<file path="src/include/flash_emulation_ram_map_params.svh">
`ifndef FLASH_EMULATION_RAM_MAP_PARAMS_SVH
`define FLASH_EMULATION_RAM_MAP_PARAMS_SVH

// register location on the byte-wide register port
`define EMC_ADDR 24'h0ee077

// emulation_map_control layout
`define EMC_RESET 8'hf0
`define EMC_RSVD_FILL 4'hf
`define EMC_ENABLE_BIT 3
`define EMC_SEL_MSB 2
`define EMC_SEL_LSB 0
`define EMC_STORED_W 4

// answer of a variant without flash, and of an idle or unmapped read
`define EMC_ABSENT_READ 8'hff
`define EMC_UNMAPPED_READ 8'h00

// ram windows
`define RAM_FIXED_PAGE 12'hffe
`define RAM_LOW_PAGE_TOP 9'h000
`define RAM_BLOCK_LOG2 12
`define RAM_LOW_LIMIT 24'h007fff

// operating modes
`define MODE_SINGLE_NORMAL 3'h6
`define MODE_WRITABLE_MIN 3'h5

`endif

</file>
<file path="src/include/flash_emulation_ram_map_pkg.sv">
package flash_emulation_ram_map_pkg;
  typedef logic [23:0] bus_addr_t;
  typedef logic [7:0] reg_byte_t;
  typedef logic [2:0] op_mode_t;
  typedef logic [2:0] block_sel_t;
  typedef logic [11:0] ram_offset_t;
endpackage

</file>
<file path="src/flash_emulation_ram_map.sv">
`timescale 1ns/1ps
`include "flash_emulation_ram_map_params.svh"

module flash_emulation_ram_map
  import flash_emulation_ram_map_pkg::*;
#(
  parameter bit FLASH_PRESENT = 1'b1,
  parameter int ADDR_W = 24
) (
  input wire logic clk_sys_i,
  input wire logic resetn_i,
  input wire bus_addr_t reg_addr_i,
  input wire reg_byte_t reg_wdata_i,
  input wire logic reg_we_i,
  input wire logic reg_re_i,
  output reg_byte_t reg_rdata_o,
  input wire op_mode_t mode_i,
  input wire bus_addr_t cpu_addr_i,
  output logic map_active_o,
  output logic ram_hit_o,
  output ram_offset_t ram_offset_o
);

  if (ADDR_W != 24) begin : g_bad_width
    $error("address width must be 24");
  end

  logic [`EMC_STORED_W-1:0] ctrl_q;
  logic [`EMC_STORED_W-1:0] ctrl_d;
  reg_byte_t rdata_q;
  reg_byte_t rdata_d;

  // only the low nibble is stored; the reserved bits are rebuilt on read
  localparam reg_byte_t CTRL_RESET_FULL = `EMC_RESET;

  wire logic addr_match;
  wire logic mode_writable;
  wire logic mode_single_normal;
  wire logic wr_take;
  wire logic rd_take;
  wire reg_byte_t reg_view;
  wire logic map_bit;
  wire block_sel_t block_sel;

  assign addr_match = (reg_addr_i == `EMC_ADDR);
  // modes 0 to 4 see the bits read-only
  assign mode_writable = (mode_i >= `MODE_WRITABLE_MIN);
  assign mode_single_normal = (mode_i == `MODE_SINGLE_NORMAL);

  // mode 6 still takes the write; only the mapping is held off
  assign wr_take = reg_we_i && addr_match && mode_writable
                   && FLASH_PRESENT;

  assign rd_take = reg_re_i && addr_match;

  assign reg_view = FLASH_PRESENT ? {`EMC_RSVD_FILL, ctrl_q}
                                  : `EMC_ABSENT_READ;

  assign rdata_d = rd_take ? reg_view : `EMC_UNMAPPED_READ;
  assign ctrl_d = wr_take ? reg_wdata_i[`EMC_STORED_W-1:0] : ctrl_q;

  always_ff @(posedge clk_sys_i or negedge resetn_i) begin
    if (!resetn_i) begin
      ctrl_q <= CTRL_RESET_FULL[`EMC_STORED_W-1:0];
      rdata_q <= `EMC_UNMAPPED_READ;
    end else begin
      ctrl_q <= ctrl_d;
      rdata_q <= rdata_d;
    end
  end

  assign reg_rdata_o = rdata_q;

  assign map_bit = ctrl_q[`EMC_ENABLE_BIT];
  assign block_sel = ctrl_q[`EMC_SEL_MSB:`EMC_SEL_LSB];

  // a stray one written in mode 6 (which software must avoid) stays inert
  assign map_active_o = FLASH_PRESENT && map_bit
                        && !mode_single_normal;

  ram_map_decoder u_decoder (
    .cpu_addr_i(cpu_addr_i),
    .map_active_i(map_active_o),
    .block_sel_i(block_sel),
    .ram_hit_o(ram_hit_o),
    .ram_offset_o(ram_offset_o)
  );

  wire logic in_fixed;
  wire logic in_low;
  wire logic in_sel_block;

  assign in_fixed = (cpu_addr_i[23:12] == `RAM_FIXED_PAGE);
  assign in_low = (cpu_addr_i <= `RAM_LOW_LIMIT);
  assign in_sel_block = (cpu_addr_i[23:12] == {`RAM_LOW_PAGE_TOP, block_sel});
endmodule // flash_emulation_ram_map

</file>
<file path="src/ram_map_decoder.sv">
`timescale 1ns/1ps
`include "flash_emulation_ram_map_params.svh"

module ram_map_decoder
  import flash_emulation_ram_map_pkg::*;
(
  input wire bus_addr_t cpu_addr_i,
  input wire logic map_active_i,
  input wire block_sel_t block_sel_i,
  output logic ram_hit_o,
  output ram_offset_t ram_offset_o
);

  wire logic [11:0] page;
  wire logic fixed_hit;
  wire logic low_hit;

  assign page = cpu_addr_i[23:`RAM_BLOCK_LOG2];
  // the fixed window vanishes while the ram is mapped low
  assign fixed_hit = !map_active_i && (page == `RAM_FIXED_PAGE);
  assign low_hit = map_active_i && (page == {`RAM_LOW_PAGE_TOP, block_sel_i});
  assign ram_hit_o = fixed_hit || low_hit;
  assign ram_offset_o = cpu_addr_i[`RAM_BLOCK_LOG2-1:0];

endmodule // ram_map_decoder

</file>
<file path="config.mk">
export PLATFORM = sky130hd
export DESIGN_NAME = flash_emulation_ram_map
export DESIGN_NICKNAME = d
export VERILOG_FILES = /design/src/include/flash_emulation_ram_map_pkg.sv /design/src/flash_emulation_ram_map.sv /design/src/ram_map_decoder.sv
export VERILOG_INCLUDE_DIRS = /design/src /design/src/include
export SDC_FILE = /design/constraint.sdc
export NUM_CORES = 1
export LEC_CHECK = 0
export ABC_AREA = 1
export BUFFER_PORTS_ARGS = -buffer_cell sky130_fd_sc_hd__clkbuf_2
export CAP_MARGIN = 15
export CORE_MARGIN = 5
export CORE_UTILIZATION = 32
export DETAILED_ROUTE_END_ITERATION = 10
export PLACE_DENSITY = 0.78
export SYNTH_ARGS = -nofsm -noshare
export SYNTH_HDL_FRONTEND = slang
export SYNTH_SLANG_ARGS = --single-unit
</file>
<file path="constraint.sdc">
create_clock -name clk_sys_i -period 0.94 [get_ports clk_sys_i]
set_input_delay 0.047 -clock clk_sys_i [delete_from_list [all_inputs] [get_ports clk_sys_i]]
set_output_delay 0.047 -clock clk_sys_i [all_outputs]
set_load 0.05 [all_outputs]
</file>
# Word level (Yosys, flattened, before mapping)

Cells that the tools add are included.

Bits in registers: 12
Bits in latches: 0
Bits in writable memories: 0
Memory bits (read-only): 0
Input bits: 63
Output and inout port bits: 22
Word-level logic and storage cells: 17
Memories kept: 0

Add/sub/neg operators: 0
Multiply operators: 0
Divide/modulo/power cells: 0
$lt $le $gt $ge: 1
Eq/ne operators: 4
Shifts and indexed selects: 0
Multiplexer cells: 1
Bitwise operators: 0
Reduce and logical (&&, ||, !) cells: 9

Operators by type and width:

| operator                                                 | count |
|---|---|
| equality test 24 x 20 -> 1 bit, second input constant    | 1 |
| equality test 12 bit, second input constant              | 1 |
| equality test 12 x 3 -> 1 bit                            | 1 |
| two-way mux 8 bit                                        | 1 |
| logical AND 1 bit                                        | 6 |
| equality test 3 bit, second input constant               | 1 |
| greater-or-equal comparator 3 bit, second input constant | 1 |
| logical NOT 1 bit                                        | 2 |
| logical OR 1 bit                                         | 1 |

# Longest topological paths before layout

Depth after elaboration: 6
Mapped depth: 8
Gate-level depth less buffers: 8

# By module

A second synthesis with hierarchy kept.

Cells, all modules: 116
Area, all modules: 738.2 µm²

Modules (own cells, without submodules):

| module                  | instances | cells an instance | area an instance (µm²) | seq. area each (µm²) |
|---|---|---|---|---|
| flash_emulation_ram_map | 1         | 70                | 510.5                  | 225.2 |
| ram_map_decoder         | 1         | 46                | 227.7                  | 0.0 |

# Least setup slack after synthesis

No wires, ideal clock.

Path type: register to output
Start: register ctrl_q[0]
End: output port ram_hit_o
Data arrival time: 1,084 ps
Data required time: 893 ps
Path slack: -191 ps
Cell stages (with the launch flop): 5
Path buffers: 0
Cell sequence: dfrtp_1 > xor2_1 > nor3_1 > nand3_1 > nand2_1

Longest elaborated chain between the ends: 3

RTL lines:

| item                          | line                          | source |
|---|---|---|
| start: declaration            | flash_emulation_ram_map.sv:28 | `` logic [`EMC_STORED_W-1:0] ctrl_q; `` |
| start signal: assignment      | flash_emulation_ram_map.sv:64 | `` ctrl_q <= CTRL_RESET_FULL[`EMC_STORED_W-1:0]; `` |
| start signal: assignment      | flash_emulation_ram_map.sv:67 | `ctrl_q <= ctrl_d;` |
| equality test 12 x 3 -> 1 bit | ram_map_decoder.sv:21         | `` assign low_hit = map_active_i && (page == {`RAM_LOW_PAGE_TOP, block_sel_i}); `` |
| logical AND 1 bit             | ram_map_decoder.sv:21         |  |
| logical OR 1 bit              | ram_map_decoder.sv:22         | `assign ram_hit_o = fixed_hit \|\| low_hit;` |
| end: declaration              | flash_emulation_ram_map.sv:20 | `output logic ram_hit_o,` |

Every way passes these cells.

# Worst setup path in the final report

Same ends and word-level chain as after synthesis.

==> flow_metrics.py <==
metrics = {
    "cts": {
        "cts_made_buffers": 3,
        "insertion_delay_ps": 250,
        "htreeDepth": 1,
        "clkSinkCount": 9,
        "clkTransAtPathRegs_ps": 60,
        "cts_tree": "done",
        "clockBufferDepth": 2,
        "root_buffer": "clkbuf_4",
    },
    "routing": {
        "viasPerCell": 4.26,
        "wl_per_cell_um": 9.97,
        "via_count": 806,
        "totalWireLength_um": 1880,
        "antenna_left": 0,
        "drtIter0Drc": 6,
        "drc": 0,
        "first_pass_iters": 6,
    },
    "critical_path": {
        "reg2reg_to": "ctrl_q[0]$_DFFE_PN0P_",
        "worstPathMaxFanout": 2,
        "cp.arrival_ps": 1310,
        "critPathLaunch": "ctrl_q[0]$_DFFE_PN0P_",
        "end_kind": "output port",
        "slowest_delay_ps": 380,
        "cpMaxStageDelayCell": "dfrtp_1",
        "ff2ff_setup_slack_ps": 210,
        "rr_startpoint": "ctrl_q[0]$_DFFE_PN0P_",
        "cp_cell_sequence": "xor2_1 -> nor3_1 -> nand3_1 -> nand2_4 -> buf_12",
        "critPathLaunchType": "flip-flop",
        "crit_required_ps": 890,
        "critPathKind": "reg -> out",
        "crit_end": "ram_hit_o",
        "ff2ff_path_depth": 3,
    },
    "pwr": {
        "power_frac_comb_pct": 19.4,
        "vdd_ir_drop_max_uv": 423,
        "p_total_mw": 0.837,
        "p_per_area_nw_per_um2": 760,
        "switching_power_mw": 0.193,
        "p_int_mw": 0.644,
        "p_leak_nw": 0.641,
        "seqPwrFrac_pct": 46.3,
        "switching_share_pct": 23.0,
        "clock_power_share_pct": 34.2,
    },
    "sta": {
        "finalHoldViolations": 0,
        "min_period_ps": 1360,
        "slew_viol_final": 0,
        "setup_tns_ps": -608,
        "worst_pin_slew_ps": 283,
        "slew-limit-headroom_pct": 81.2,
        "fmax_mhz": 736,
        "layout_setup_ws_ps": -418,
        "post-route-period-util_pct": 145,
        "rsz0062_at_grt": "yes",
        "setup_viol": 2,
        "fin_skew_ps": 1.04,
    },
    "yosys": {
        "ys_ff_latch": 9,
        "syn_area_per_cell_um2": 6.70,
        "synth_top_area_cell": "dfrtp_1",
        "netlist_area_um2": 717,
        "yosysUniqueCellTypes": 15,
        "synthCells": 107,
        "syn_nets": 170,
        "synth_seq_area_share_pct": 31.4,
        "synth_area_leaders": "dfrtp_1 (31%), buf_4 (16%), nand2_1 (14%)",
        "ys_warn_count": 0,
        "synth_top_area_share_pct": 31.4,
    },
    "global_route": {
        "grt-ovfl-total": 0,
        "grt_antenna_before_repair": 0,
        "grt_pass1_vias": 740,
        "grt_max_degree": 10,
        "grt_pass1_wl_um": 2860,
        "grt_usage_pct": 11.0,
    },
    "die": {
        "dieArea_um2": 3290,
        "core_area_um2": 2170,
        "ios": 85,
        "start_util_pct": 33.0,
        "die_y_um": 57.3,
        "row_count": 17,
        "die_w_um": 57.3,
    },
    "place": {
        "portBuffers": 56,
        "place_hpwl_um": 1660,
        "gp_congestion": 0.781,
    },
    "hold_path": {
        "worstHoldPathType": "in -> reg",
        "hold-path-cell-count": 3,
        "min-delay-start": "reg_wdata_i[1]",
    },
    "cells_and_area": {
        "final_cell_mix": "clkbuf_2 (48), nand2_1 (25), inv_1 (17)",
        "area_growth_pct": 53.6,
        "fillers": 237,
        "layout_commonest_cell": "clkbuf_2",
        "fin_util_pct": 50.7,
        "nNetsFinal": 225,
        "drive_above_1_share_pct": 47.2,
        "antennaDiodeCount": 0,
    },
    "flow_run": {
        "max-cap-violations": 0,
    },
    "run_status": {
        "run_status": "finished with violations",
        "violations": "setup timing",
    },
}
-- worst max-delay path: cells and delay by family, from the launching register on --
family,cells,cell delay (ps)
buffers and inverters,1,130
XOR/XNOR,1,160
AND/OR/NAND/NOR,3,380
flip-flops,1,380
-- routing by layer --
| layer | GRT usage, % | up-vias | part of all wire, % |
|---|---|---|---|
| met5 | 0 | - | 0 |
| met4 | 3.97 | 0 | 1.3 |
| met3 | 5.88 | 8 | 15 |
| met2 | 19.9 | 58 | 47 |
| met1 | 10.5 | 315 | 36 |
| li1 | - | 425 | - |
-- cells in the mapped netlist --
library cell / number
buf_4: 15
dfrtp_1: 9
inv_1: 19
nand2_1: 27
nand3_1: 2
nand3_2: 2
nand3b_1: 1
nand4_1: 6
nor2_1: 15
nor2_4: 2
nor3_1: 5
nor3b_1: 1
o21ai_0: 1
or2_0: 1
xor2_1: 1
-- timing repair --
action,in CTS,in global routing
pin swaps,1,2
buffers inserted,0,2
resized for setup,14,10
hold endpoints to repair,9,0
cloned,0,0
setup endpoints to repair,6,8
hold buffers,1,0
-- cell families (layout without fill, tap and decap cells) --
kind of cell	Yosys count	in the layout	synth area share [%]
flops	9	9	31.4
xor+xnor	1	1	1.22
compound gates	1	1	0.697
buf+inv	34	88	25.7
simple gates	62	62	41.0
-- per-stage QoR --
| step | area, µm² | std cells | setup WS [ps] | hold WS [ps] |
|---|---|---|---|---|
| 3_3_place_gp | 988 | 182 | -135 | -94.5 |
| 5_1_grt | 1100 | 189 | -508 | 33.6 |
| 6_report | 1100 | 189 | -418 | 30.7 |
| 4_1_cts | 1070 | 187 | -421 | 24.2 |
| 2_1_floorplan | 726 | 107 | -52.9 | -249 |
| 3_5_place_dp | 988 | 182 | -154 | -92.2 |
-- flip-flops by register name, summed over array words and instances (netlist names) --
register / cells
ctrl_q: 4
reg_rdata_o: 5
-- area by class of cell --
class / instances / area, µm² / share of cell area (%)
flip-flops and latches: 9 / 226 / 20.6
well taps: 28 / 35.0 / 3.18
repair buffers: 65 / 422 / 38.3
inverters: 19 / 73.8 / 6.70
clock buffers: 4 / 26.3 / 2.39
multi-input cells: 64 / 318 / 28.9
-- power groups by stage --
stage / registers (mW) / logic [mW] / clock network, mW
3_5_place_dp: 0.394 / 0.160 / 0
6_report: 0.388 / 0.163 / 0.287
2_1_floorplan: 0.395 / 0.184 / 0
5_1_grt: 0.387 / 0.186 / 0.323
4_1_cts: 0.387 / 0.165 / 0.299
3_3_place_gp: 0.394 / 0.158 / 0
-- how the worst min path moves through the flow --
stage	end	slack (ps)
2_1_floorplan	ctrl_q[0]$_DFFE_PN0P_	-250
3_3_place_gp	reg_rdata_o[2]$_DFF_PN0_	-90
3_5_place_dp	reg_rdata_o[1]$_DFF_PN0_	-90
4_1_cts	ctrl_q[1]$_DFFE_PN0P_	20
5_1_grt	ctrl_q[1]$_DFFE_PN0P_	30
6_report	ctrl_q[1]$_DFFE_PN0P_	30
Power figures use the tool's default switching activity.
